--- config.mk ---
export PLATFORM = sky130hd
export DESIGN_NAME = ir_host
export DESIGN_NICKNAME = d
export VERILOG_FILES = /design/src/ir_host_pkg.sv /design/src/ir_host.sv
export VERILOG_INCLUDE_DIRS = /design/src
export SDC_FILE = /design/constraint.sdc
export NUM_CORES = 1
export LEC_CHECK = 0
export BUFFER_PORTS_ARGS = -buffer_cell sky130_fd_sc_hd__buf_4
export CAP_MARGIN = 0
export CORE_UTILIZATION = 40
export DETAILED_ROUTE_END_ITERATION = 10
export PLACE_DENSITY = 0.59
export SLEW_MARGIN = 20
export SYNTH_ARGS = -nofsm -noshare
export SYNTH_HDL_FRONTEND = slang
export SYNTH_SLANG_ARGS = --single-unit
--- constraint.sdc ---
create_clock -name core_clk -period 2.8 [get_ports core_clk]
set_input_delay 0.14 -clock core_clk [delete_from_list [all_inputs] [get_ports core_clk]]
set_output_delay 0.14 -clock core_clk [all_outputs]
set_load 0.02 [all_outputs]
--- src/ir_host_params.svh ---
// timing, offsets, field positions and protocol bytes of the array host controller
`ifndef IR_HOST_PARAMS_SVH
`define IR_HOST_PARAMS_SVH

// ==========================================
// register offsets on the apb side
`define REG_CTRL 8'h00
`define REG_ARG 8'h04
`define REG_STAT 8'h08
`define REG_RDATA 8'h0C
`define REG_DIV 8'h10

// ==========================================
// status field positions
`define STAT_BUSY 0
`define STAT_DONE 1
`define STAT_NACK 2
`define STAT_WORD 3
`define STAT_READY 4

// ==========================================
// reset values and divider floor
`define DIV_RESET 16'h0007
`define DIV_MIN 16'h0006 // floor: four quarters of seven cycles keep scl at or below 1 MHz
`define ARG_RESET 24'h000000

// ==========================================
// link bytes
`define DEV_ADDR 7'h60
`define OP_MEAS_LO 8'h01
`define OP_MEAS_HI 8'h08
`define OP_READ 8'h02
`define OP_CFG 8'h03
`define OP_TRIM 8'h04
`define CFG_KEY 8'h55
`define TRIM_KEY 8'hAA

// ==========================================
// start-up wait after reset
`define CLK_MHZ 25
`define STARTUP_MS 5
`define STARTUP_CYC (`STARTUP_MS * 1000 * `CLK_MHZ)

`endif

--- src/ir_host_pkg.sv ---
// types shared by the array host controller
package ir_host_pkg;
	// ==========================================
	// command kinds that software may order
	typedef enum logic [2:0] {op_none, op_meas, op_read, op_cfg, op_trim} op_t;

	// ==========================================
	// a latched command: kind plus its argument word
	typedef struct packed {
		op_t op;
		logic [23:0] arg;
	} cmd_t;

	// ==========================================
	// link sequencer states
	typedef enum logic [2:0] {st_idle, st_start, st_bit, st_stop, st_hold} state_t;
endpackage

--- src/ir_host.sv ---
// two-wire bus master that drives the infrared array, ordered over apb
//
// Function
// - device is target only; host alone generates the serial clock.
// - both lines are driven open-drain: pull low for zero, release for one.
// - data line changes only while clock is low, except start and stop.
// - session opens with start, closes with stop, both with clock high.
// - seven address bits then direction bit, high for read, low for write.
// - ninth clock is acknowledge: receiver pulls low, or leaves high for refusal.
// - measurement trigger is opcode 0x01 then 0x08.
// - read is opcode 0x02 then start address, step and word count.
// - host picks the readout pattern through start, step and count.
// - config write: opcode 0x03, each byte sent minus 0x55 then plain.
// - trim write: opcode 0x04, each byte sent minus 0xAA then plain.
// - array traffic at most 1 MHz clock, memory chip at most 400 kHz.
//
// Register access over APB and the address map were left to the implementer.
`timescale 1ns/1ns
`include "ir_host_params.svh"

module ir_host #(
	parameter int STARTUP_CYCLES = `STARTUP_CYC
) (
	// clock and reset
	input wire logic core_clk,
	input wire logic rst,
	// apb slave
	input wire logic [7:0] paddr,
	input wire logic psel,
	input wire logic penable,
	input wire logic pwrite,
	input wire logic [31:0] pwdata,
	output logic [31:0] prdata,
	output logic pready,
	output logic pslverr,
	// serial clock pin
	input wire logic scl_i,
	output logic scl_o,
	output logic scl_oe,
	// serial data pin
	input wire logic sda_i,
	output logic sda_o,
	output logic sda_oe
);
	// ==========================================
	// declarations
	ir_host_pkg::state_t state_q;
	ir_host_pkg::cmd_t cmd_q;
	logic [23:0] arg_q;
	logic [15:0] div_q, div_cnt_q, word_q;
	logic [1:0] ph_q;
	logic [3:0] bit_q;
	logic [2:0] idx_q;
	logic [8:0] rx_left_q;
	logic [7:0] shift_q, word_lo_q;
	logic [31:0] boot_cnt_q, prdata_q;
	logic rs_q, rx_q, rx_hi_q, valid_q, ack_bad_q, busy_q, done_q, nack_q, ready_q;
	logic scl_m_q, scl_s_q, sda_m_q, sda_s_q, scl_oe_q, sda_oe_q, low_q;
	logic pready_q, pslverr_q;

	// ==========================================
	// apb decode
	wire acc = psel & penable & ~pready_q;
	wire fire = psel & penable & pready_q;
	wire hit_ctrl = paddr == `REG_CTRL;
	wire hit_arg = paddr == `REG_ARG;
	wire hit_stat = paddr == `REG_STAT;
	wire hit_rdata = paddr == `REG_RDATA;
	wire hit_div = paddr == `REG_DIV;
	wire hit = hit_ctrl | hit_arg | hit_stat | hit_rdata | hit_div;
	wire wr_ctrl = fire & pwrite & hit_ctrl;
	wire wr_arg = fire & pwrite & hit_arg & ~busy_q;
	wire wr_div = fire & pwrite & hit_div & ~busy_q;
	wire rd_word = fire & ~pwrite & hit_rdata;
	wire [2:0] go_op = pwdata[2:0];
	wire go = wr_ctrl & ~busy_q & ready_q & (go_op != 3'h0) & (go_op <= 3'h4);
	wire [4:0] stat = {ready_q, valid_q, nack_q, done_q, busy_q};
	wire [31:0] rd_mux = hit_ctrl ? {29'h0, cmd_q.op} :
		hit_arg ? {8'h00, arg_q} :
		hit_stat ? {27'h0, stat} :
		hit_rdata ? {16'h0000, word_q} :
		hit_div ? {16'h0000, div_q} : 32'h0;

	// answer one cycle into the access phase, error on unmapped offsets
	always_ff @(posedge core_clk) begin
		if (rst) begin
			pready_q <= 1'b0;
			pslverr_q <= 1'b0;
			prdata_q <= 32'h0;
		end else begin
			pready_q <= acc;
			pslverr_q <= acc & ~hit;
			prdata_q <= acc ? rd_mux : 32'h0;
		end
	end

	// software registers: argument word, and divider floored so scl stays at or below 1 MHz
	always_ff @(posedge core_clk) begin
		if (rst) begin
			arg_q <= `ARG_RESET;
			div_q <= `DIV_RESET;
		end else begin
			if (wr_arg)
				arg_q <= pwdata[23:0];
			if (wr_div)
				div_q <= (pwdata[15:0] < `DIV_MIN) ? `DIV_MIN : pwdata[15:0];
		end
	end
	// ==========================================
	// start-up wait: no session until the device has come out of reset
	always_ff @(posedge core_clk) begin
		if (rst) begin
			boot_cnt_q <= 32'h0;
			ready_q <= 1'b0;
		end else if (!ready_q) begin
			boot_cnt_q <= boot_cnt_q + 32'h1;
			ready_q <= boot_cnt_q >= 32'(STARTUP_CYCLES - 1);
		end
	end
	// ==========================================
	// pin synchronisers
	always_ff @(posedge core_clk) begin
		if (rst) begin
			{scl_s_q, scl_m_q} <= 2'h3;
			{sda_s_q, sda_m_q} <= 2'h3;
		end else begin
			{scl_s_q, scl_m_q} <= {scl_m_q, scl_i};
			{sda_s_q, sda_m_q} <= {sda_m_q, sda_i};
		end
	end

	// quarter-period tick from the divider
	always_ff @(posedge core_clk) begin
		if (rst || state_q == ir_host_pkg::st_idle)
			div_cnt_q <= 16'h0;
		else
			div_cnt_q <= (div_cnt_q == div_q) ? 16'h0 : div_cnt_q + 16'h1;
	end

	// ==========================================
	// phase advance; the released clock must read high before moving on
	wire tick = div_cnt_q == div_q;
	wire adv = tick & ((ph_q != 2'd1) | scl_s_q);
	wire in_bit = state_q == ir_host_pkg::st_bit;
	wire ack_slot = bit_q == 4'd8;
	wire last_rx = rx_left_q == 9'd1;
	wire is_meas = cmd_q.op == ir_host_pkg::op_meas;
	wire is_read = cmd_q.op == ir_host_pkg::op_read;
	wire [7:0] key = (cmd_q.op == ir_host_pkg::op_cfg) ? `CFG_KEY : `TRIM_KEY;
	wire [7:0] opc = is_read ? `OP_READ :
		(cmd_q.op == ir_host_pkg::op_cfg) ? `OP_CFG : `OP_TRIM;
	wire [7:0] lo = cmd_q.arg[7:0];
	wire [7:0] hi = cmd_q.arg[15:8];
	wire [2:0] last_tx = is_meas ? 3'd2 : 3'd5;

	// byte to send, chosen by its place in the session
	wire [7:0] tx_meas = (idx_q == 3'd1) ? `OP_MEAS_LO : `OP_MEAS_HI;
	wire [7:0] tx_read = (idx_q == 3'd1) ? `OP_READ :
		(idx_q == 3'd2) ? cmd_q.arg[7:0] :
		(idx_q == 3'd3) ? cmd_q.arg[15:8] :
		(idx_q == 3'd4) ? cmd_q.arg[23:16] : {`DEV_ADDR, 1'b1};
	wire [7:0] tx_pair = (idx_q == 3'd1) ? opc :
		(idx_q == 3'd2) ? 8'(lo - key) :
		(idx_q == 3'd3) ? lo :
		(idx_q == 3'd4) ? 8'(hi - key) : hi;
	wire [7:0] tx_byte = (idx_q == 3'd0) ? {`DEV_ADDR, 1'b0} :
		is_meas ? tx_meas : is_read ? tx_read : tx_pair;
	wire tx_bit = tx_byte[3'(4'd7 - bit_q)];

	// ==========================================
	// pin drive, worked out per state and phase, then registered
	wire scl_start = (ph_q == 2'd0) ? rs_q : (ph_q == 2'd3);
	wire scl_drv = (state_q == ir_host_pkg::st_start) ? scl_start :
		in_bit ? (ph_q == 2'd0) | (ph_q == 2'd3) :
		(state_q == ir_host_pkg::st_stop) ? (ph_q == 2'd0) :
		(state_q == ir_host_pkg::st_hold);
	wire sda_bit = rx_q ? (ack_slot & ~last_rx) : (~ack_slot & ~tx_bit);
	wire sda_drv = (state_q == ir_host_pkg::st_start) ? (ph_q >= 2'd2) :
		in_bit ? sda_bit :
		(state_q == ir_host_pkg::st_stop) ? (ph_q <= 2'd1) : 1'b0;

	// outputs only ever pull low; the high level comes from the pull-up
	always_ff @(posedge core_clk) begin
		if (rst) begin
			scl_oe_q <= 1'b0;
			sda_oe_q <= 1'b0;
			low_q <= 1'b0;
		end else begin
			scl_oe_q <= scl_drv;
			sda_oe_q <= sda_drv;
			low_q <= 1'b0;
		end
	end

	// ==========================================
	// end-of-byte decisions
	wire byte_end = adv & in_bit & ack_slot & (ph_q == 2'd3);
	wire word_set = byte_end & rx_q & rx_hi_q;
	wire tx_refused = ~rx_q & ack_bad_q;

	// received word waits for software; set wins over the read that clears it
	always_ff @(posedge core_clk) begin
		if (rst)
			valid_q <= 1'b0;
		else
			valid_q <= word_set | (valid_q & ~rd_word);
	end

	// ==========================================
	// link sequencer
	always_ff @(posedge core_clk) begin
		if (rst) begin
			state_q <= ir_host_pkg::st_idle;
			cmd_q <= '{op: ir_host_pkg::op_none, arg: 24'h0};
			ph_q <= 2'd0;
			bit_q <= 4'd0;
			idx_q <= 3'd0;
			rs_q <= 1'b0;
			rx_q <= 1'b0;
			rx_hi_q <= 1'b0;
			rx_left_q <= 9'd0;
			shift_q <= 8'h00;
			word_lo_q <= 8'h00;
			word_q <= 16'h0000;
			ack_bad_q <= 1'b0;
			busy_q <= 1'b0;
			done_q <= 1'b0;
			nack_q <= 1'b0;
		end else begin
			unique case (state_q)
				ir_host_pkg::st_idle: begin
					if (go) begin
						cmd_q <= '{op: ir_host_pkg::op_t'(go_op), arg: arg_q};
						state_q <= ir_host_pkg::st_start;
						ph_q <= 2'd0;
						idx_q <= 3'd0;
						rs_q <= 1'b0;
						rx_q <= 1'b0;
						busy_q <= 1'b1;
						done_q <= 1'b0;
						nack_q <= 1'b0;
					end
				end
				ir_host_pkg::st_start: begin
					if (adv) begin
						ph_q <= ph_q + 2'd1;
						if (ph_q == 2'd3) begin
							state_q <= ir_host_pkg::st_bit;
							bit_q <= 4'd0;
						end
					end
				end
				ir_host_pkg::st_bit: begin
					if (adv) begin
						ph_q <= ph_q + 2'd1;
						if (ph_q == 2'd2) begin
							if (ack_slot)
								ack_bad_q <= sda_s_q;
							else
								shift_q <= {shift_q[6:0], sda_s_q};
						end
						if (ph_q == 2'd3 && !ack_slot)
							bit_q <= bit_q + 4'd1;
						if (byte_end) begin
							bit_q <= 4'd0;
							if (tx_refused) begin
								nack_q <= 1'b1;
								state_q <= ir_host_pkg::st_stop;
							end else if (rx_q) begin
								// low byte first, then high byte completes the word
								rx_hi_q <= ~rx_hi_q;
								rx_left_q <= rx_left_q - 9'd1;
								if (rx_hi_q)
									word_q <= {shift_q, word_lo_q};
								else
									word_lo_q <= shift_q;
								if (last_rx)
									state_q <= ir_host_pkg::st_stop;
								else if (rx_hi_q)
									state_q <= ir_host_pkg::st_hold;
							end else if (is_read && idx_q == 3'd4) begin
								// repeated start, then the read address
								idx_q <= 3'd5;
								rs_q <= 1'b1;
								state_q <= ir_host_pkg::st_start;
							end else if (is_read && idx_q == 3'd5) begin
								rx_q <= 1'b1;
								rx_hi_q <= 1'b0;
								rx_left_q <= {cmd_q.arg[23:16], 1'b0};
								if (cmd_q.arg[23:16] == 8'h00)
									state_q <= ir_host_pkg::st_stop;
							end else if (!is_read && idx_q == last_tx) begin
								state_q <= ir_host_pkg::st_stop;
							end else begin
								idx_q <= idx_q + 3'd1;
							end
						end
					end
				end
				ir_host_pkg::st_hold: begin
					// clock held low until software has taken the last word
					ph_q <= 2'd0;
					if (!valid_q)
						state_q <= ir_host_pkg::st_bit;
				end
				ir_host_pkg::st_stop: begin
					if (adv) begin
						ph_q <= ph_q + 2'd1;
						if (ph_q == 2'd3) begin
							state_q <= ir_host_pkg::st_idle;
							busy_q <= 1'b0;
							done_q <= 1'b1;
						end
					end
				end
			endcase
		end
	end

	// ==========================================
	// port drive
	assign prdata = prdata_q;
	assign pready = pready_q;
	assign pslverr = pslverr_q;
	assign scl_o = low_q;
	assign scl_oe = scl_oe_q;
	assign sda_o = low_q;
	assign sda_oe = sda_oe_q;
endmodule

# Yosys cells after proc, flatten, opt, wreduce, memory -nomap -nowiden
# Cells that the tools add are included.
op_classes:
  addsub: 9
  mul: 0
  div: 0
  magnitude_cmp: 6
  eq_ne: 43
  shifts: 0
  mux: 98
  n_bitwise: 45
  n_reduce_logical: 36
op_table:
  columns: ["op", "n"]
  rows:
  - ["2-to-1 mux 8 bit", 12]
  - ["2-to-1 mux 3 bit", 27]
  - ["2-to-1 mux 16 bit", 4]
  - ["2-to-1 mux 1 bit", 33]
  - ["adder 32 x 1 -> 32 bit (second input constant)", 1]
  - [">= comparator 32 x 17 -> 1 bit (second input constant)", 1]
  - ["2-to-1 mux 9 bit", 3]
  - ["AND 1 bit", 26]
  - ["2-to-1 mux 24 bit", 1]
  - ["2-to-1 mux 4 bit", 6]
  - ["inequality test 2 bit (second input constant)", 10]
  - ["== test 3 x 2 -> 1 bit (second input constant)", 6]
  - ["AND reduction 6 bit", 3]
  - ["adder 16 x 1 -> 16 bit (second input constant)", 1]
  - ["== test 16 bit", 1]
  - ["== test 8 x 4 -> 1 bit (second input constant)", 2]
  - ["zero test 8 bit", 2]
  - ["less-than comparator 16 x 3 -> 1 bit (second input constant)", 1]
  - ["subtractor 8 bit", 2]
  - ["one-hot mux 3 bit (5 select lines)", 1]
  - ["AND reduction 5 bit", 3]
  - ["inverter 1 bit", 12]
  - ["AND reduction 4 bit", 3]
  - ["AND reduction 11 bit", 1]
  - ["43 further kinds", 75]
word_totals:
  register_bits: 217
  latchBits: 0
  ramBits: 0
  mem_bits_ro: 0
  input_bits: 47
  output_inout_bits: 38
  memories: 0

# Longest topological paths before layout
depth:
  depth_word: 17
  depth_mapped: 13
  depth_no_buf: 13

# Worst setup path after synthesis
# No wires, ideal clock.
synth_path:
  path_type: "reg-to-reg"
  startpoint: "register cmd_q[25] (netlist name)"
  endpoint: "register sda_oe_q (netlist: sda_oe)"
  arrival_time_ps: 2967
  path_slack_ps: -227
  path_stages_with_launch: 13
  n_path_buf: 0
  synth_period_minus_slack_ps: 3027
  path_cell_list: "dfxtp_1 -> nor2b_1 -> nand2_1 -> inv_1 -> ha_1 -> nor2b_1 -> o31a_1 -> or4_1 -> a31oi_1 -> or3_1 -> a21oi_1 -> o41ai_1 -> o221a_1"
synth_between:
  elab_chain_cells: 17
synth_rtl:
  columns: ["element", "line", "text"]
  rows:
  - ["from (decl)", "ir_host.sv:48", "ir_host_pkg::cmd_t cmd_q;"]
  - ["from (signal assigned)", "ir_host.sv:214", "cmd_q <= '{op: ir_host_pkg::op_none, arg: 24'h0};"]
  - ["from (signal assigned)", "ir_host.sv:233", "cmd_q <= '{op: ir_host_pkg::op_t'(go_op), arg: arg_q};"]
  - ["== test 3 x 2 -> 1 bit", "ir_host.sv:149, ir_host.sv:151", null]
  - ["2-to-1 mux 8 bit (no line)", null, null]
  - ["subtractor 8 bit", "ir_host.sv:165", "(idx_q == 3'd4) ? 8'(hi - key) : hi;"]
  - ["2-to-1 mux 8 bit", "ir_host.sv:165", null]
  - ["2-to-1 mux 8 bit", "ir_host.sv:164", "(idx_q == 3'd3) ? lo :"]
  - ["2-to-1 mux 8 bit", "ir_host.sv:163", "(idx_q == 3'd2) ? 8'(lo - key) :"]
  - ["2-to-1 mux 8 bit", "ir_host.sv:162", "wire [7:0] tx_pair = (idx_q == 3'd1) ? opc :"]
  - ["2-to-1 mux 8 bit", "ir_host.sv:167", "is_meas ? tx_meas : is_read ? tx_read : tx_pair;"]
  - ["2-to-1 mux 8 bit (*)", "ir_host.sv:167", null]
  - ["2-to-1 mux 8 bit (*)", "ir_host.sv:166", "wire [7:0] tx_byte = (idx_q == 3'd0) ? {`DEV_ADDR, 1'b0} :"]
  - ["binary-select mux 1 bit (select 3 bit) (*)", "ir_host.sv:168", "wire tx_bit = tx_byte[3'(4'd7 - bit_q)];"]
  - ["2-to-1 mux 1 bit (not written as such) (*)", "ir_host.sv:168", null]
  - ["inverter 1 bit (*)", "ir_host.sv:177", "wire sda_bit = rx_q ? (ack_slot & ~last_rx) : (~ack_slot & ~tx_bit);"]
  - ["AND 1 bit (*)", "ir_host.sv:177", null]
  - ["2-to-1 mux 1 bit (*)", "ir_host.sv:177", null]
  - ["2-to-1 mux 1 bit (*)", "ir_host.sv:179", "in_bit ? sda_bit :"]
  - ["2-to-1 mux 1 bit (*)", "ir_host.sv:178", "wire sda_drv = (state_q == ir_host_pkg::st_start) ? (ph_q >= 2'd2) :"]
  - ["to (signal assigned)", "ir_host.sv:190", "sda_oe_q <= sda_drv;"]
  - ["to (decl)", "ir_host.sv:58", "logic scl_m_q, scl_s_q, sda_m_q, sda_s_q, scl_oe_q, sda_oe_q, low_q;"]
# Mark *: on every way between the ends. The rest lies on a longest branch, timed or not. The select of a mux whose other input is x is not followed.
# A chain may end at the register's enable or synchronous reset.

# Worst setup path in the final report
# Ends and elaborated chain as after synthesis.

==> reports/summary.md <==
The flow ran to the end, and the final reports show no timing, DRC or antenna violations. Derived from the worst setup path, the maximum achievable clock frequency is 377.7 MHz. The final route contains 9,158 vias. The number of buffers created by CTS is 24, and the total wirelength of the detailed-routed design is 27.99 mm.

For the remaining global-route overflow, the log shows 0. The fraction of layout cells with a size suffix above 1 was 0.1424. STA classifies the critical path endpoint as a flop.

The tools report the clock root buffer master as sky130_fd_sc_hd__clkbuf_16. The count of fill cells added during filler insertion is 2,477. The core area is 25,180 sq um. The relative max-transition margin is 0.4655.

The area occupied by registers was 4187 sq um. 85 I/O pins were placed. The run gives 0 as the number of violations of the max-capacitance limit. The wire length of the first global-routing pass came out at 45.62 mm. For the global-route usage over all layers, the log shows 0.2150. Yosys attributes the largest share of cell area to sky130_fd_sc_hd__dfxtp_1, sky130_fd_sc_hd__nand2_1, sky130_fd_sc_hd__a21oi_1. Entering global routing, the biggest net connects 71 pins. The number of detailed-route iterations in the first pass came out at 5.

The tools report the endpoint arrival time on the critical path as 3.11 ns. The slew at the pin closest to its max-slew limit works out to 0.7944 ns. The cell area that synthesis handed to floorplanning was 10,260 sq um. The cell with the largest stage delay on the worst path was sky130_fd_sc_hd__dfxtp_2. Routability-driven placement finished with a final weighted congestion of 0.9842.

The number of hold-slack violations in the final timing report was 0. The class of the tightest hold or removal check was in2reg. By count the netlist is led by sky130_fd_sc_hd__dfxtp_1, sky130_fd_sc_hd__nand2_1, sky130_fd_sc_hd__nor2_1. The starting utilization of the core area is 0.4076, and the static leakage is 4.707 nW. Synthesis produced 1,260 cells. Dividing the detail-routed wire length by the instance count gives 16.34 microns.

The worst setup path is of the reg2reg kind. Among all cell types in the netlist, the one instantiated most often is sky130_fd_sc_hd__dfxtp_1. The combined buffer and inverter count along the critical path came out at 1. The top fanout value on the critical path works out to 5. Core occupancy in the finished layout: 0.4942. Counting along the longest clock path gives a buffer depth of 3. Summing all multi-input logic gate instances after layout gives 5723 sq um.

The total power consumption of the routed design is 0.006269 W, and the half-perimeter wire length of the detailed placement result is 20.07 mm. The logs give 0 for the number of antenna violations at the first check in global routing and 12.53 mm for the routed length on met2. For this design the ratio of total power to cell area is 503.7 nW/um^2. Summed over all instances, the cell type with the most area after synthesis is sky130_fd_sc_hd__dfxtp_1.

The die span in x is 162.2 microns. The required time at the worst-slack endpoint came out at 3.26 ns. Buffers placed on the I/O ports in this run total 66.

Setup repair after global routing could not meet its margin everywhere. Count of inserted antenna diode cells: 0. The die covers 26,300 sq um. In this run the vertical extent of the chip is 162.2 microns. On the critical path the largest part of the delay comes from compound AO/OA/AOI/OAI gates.

The most used flip-flop cell after synthesis is sky130_fd_sc_hd__dfxtp_1. After the first detailed-routing iteration, the DRC count stood at 546. Timing analysis after detailed placement gives a worst setup slack of -0.007644 ns.

The category of the worst setup path launch point was a flop. For the number of distinct library cells after synthesis, the log shows 76. For the setup TNS, the log shows 0 ns.

Row generation in the floorplan step produced 58 rows. Count of warnings emitted by yosys: 0. The clock-pin slew on the worst setup and hold paths works out to 0.06 ns.

Once detail routing completed, the nets flagged for antenna violations numbered 0. The run gives 0.4077 as the share of synthesized area occupied by flip-flops and latches. Each instance of the synthesized netlist takes up on average 8.146 sq um. The run gives 0 as the number of slew-limit violations in the final report. The clock tree skew after final layout is 0.01452 ns. For the number of global-route vias before repair, the log shows 8,604.

The signed area change from the synthesized netlist to the final layout was 21.26%. TritonCTS built the clock tree. Across the VDD grid, the largest voltage drop is 0.5227 mV. In the final routing, the length of wire on met1 measures 13.24 mm. The post-synthesis async set-or-reset flop share was 0. The number of flops mapped to enable cells by yosys is 0.

The most numerous cell type found on the critical path is sky130_fd_sc_hd__o31a_1. The number of levels in the clock H-tree was 1. In this run, synthesis produced a sequential element count of 209. The final worst setup slack is 0.1526 ns, and the count of unresolved DRC violations after routing is 0. Dividing the detail-routed via count by the number of cells gives 5.346.

After detailed routing, the met3 layer carries 1.382 mm of wire. Clock latency on the worst-skew pair, taken at its later pin, is 0.52 ns. Hold timing on the final database bottoms out at a slack of 0.04014 ns. The share of the clock period used by the worst path was 0.9455; the fraction of synthesized cell area taken by the top area cell type was 0.4077. The detailed router used layers up to and including met4. The total clock sinks is 209. Setup violations remaining at the end of the flow were counted as 0. The number of nets in the layout was 1,447; the time the final worst path needs with I/O delays and setup was 2.647 ns. The signal on the critical path passes through nor2b_4 > nand2_4 > inv_6 > ha_1 > nor2b_1 > o31a_1 > o211ai_1 > a21oi_2 > o31a_1 > o21a_1 > nor4_2 > o221a_1. For this run, the slowest stage of the critical path takes 0.32 ns.
## layout make-up
type                            count  area share
Clock inverter                      3    0.003619
Sequential cell                   209      0.3364
Clock buffer                       38     0.05901
Multi-Input combinational cell    950      0.4598
Inverter                           33     0.01035
Tap cell                          330     0.03318
Timing Repair Buffer              150     0.09762
## path summary, 6_finish.rpt
| kind | startpoint | endpoint | slack [ns] | cells after the start |
|---|---|---|---|---|
| setup / recovery | cmd_q[25] | sda_oe | 0.15 | 12 |
| hold / removal | paddr[2] | prdata[4] | 0.04 | 3 |
| setup reg to reg | cmd_q[25] | sda_oe | 0.15 | 12 |
| hold reg to reg | scl_m_q | scl_s_q | 0.41 | 1 |
## worst register-to-register path: stages (launching register included)
cell                       delay [ns]
sky130_fd_sc_hd__dfxtp_2         0.32
sky130_fd_sc_hd__nor2b_4         0.16
sky130_fd_sc_hd__nand2_4         0.10
sky130_fd_sc_hd__inv_6           0.09
sky130_fd_sc_hd__ha_1            0.22
sky130_fd_sc_hd__nor2b_1         0.14
sky130_fd_sc_hd__o31a_1          0.31
sky130_fd_sc_hd__o211ai_1        0.23
sky130_fd_sc_hd__a21oi_2         0.09
sky130_fd_sc_hd__o31a_1          0.24
sky130_fd_sc_hd__o21a_1          0.18
sky130_fd_sc_hd__nor4_2          0.30
sky130_fd_sc_hd__o221a_1         0.21
## layer usage
metal | vias up | global-route usage
li1 | 4575 | -
met1 | 4285 | 0.3048
met2 | 241 | 0.3367
met3 | 57 | 0.02605
met4 | 0 | 0.07161
met5 | - | 0
## cell families after synthesis
kind of cell             after synthesis  synth area share
AO/OA/AOI/OAI                        268            0.1585
XOR/XNOR                              65           0.05620
adder cells (fa/ha/maj)               32           0.04047
buffers and inverters                110           0.04608
flip-flops                           209            0.4077
multiplexers                          43           0.04559
other                                  1         0.0003654
AND/OR/NAND/NOR                      532            0.2452
## through the flow
| step | std cells | instance area [sq um] |
|---|---|---|
| global route | 1713 | 12450 |
| CTS | 1711 | 12360 |
| detailed placement | 1640 | 11280 |
| global placement | 1640 | 11280 |
| finish | 1713 | 12450 |
| floorplan | 1269 | 10300 |
## what timing repair did
item                                   4_1_cts  5_1_grt
endpoints found under the hold margin       50        0
setup buffers                                1        2
pin swaps                                    3       10
hold buffers                                29        0
setup endpoints to repair                    1        2
resized for setup                            2       17
cloned                                       0        0
## placed cells by master (no fill, tap or decap), types with 29 or more instances in the layout
master                            n
sky130_fd_sc_hd__a21oi_1        121
sky130_fd_sc_hd__buf_4          119
sky130_fd_sc_hd__dfxtp_1        207
sky130_fd_sc_hd__o21ai_0         45
sky130_fd_sc_hd__mux2i_1         40
sky130_fd_sc_hd__nand3_1         37
sky130_fd_sc_hd__inv_1           31
sky130_fd_sc_hd__xnor2_1         40
sky130_fd_sc_hd__nand2_1        186
sky130_fd_sc_hd__dlygate4sd3_1   29
sky130_fd_sc_hd__ha_1            29
sky130_fd_sc_hd__nor2_1         135
## state kept, by name (all words and copies together), names as in the netlist, 4 cells and up
register and flops:
boot_cnt_q 32, cmd_q 27, bit_q 4, word_q 16
word_lo_q 8, div_q 16, shift_q 8, div_cnt_q 16
rx_left_q 9, arg_q 24, prdata 24
## power breakdown
group          internal [W]  switching [W]  leakage, nW
Sequential          0.00298     0.00000506         1.69
Clock               0.00188        0.00122        0.374
Combinational     0.0000810       0.000106         2.65
Power figures use the tool's default switching activity.
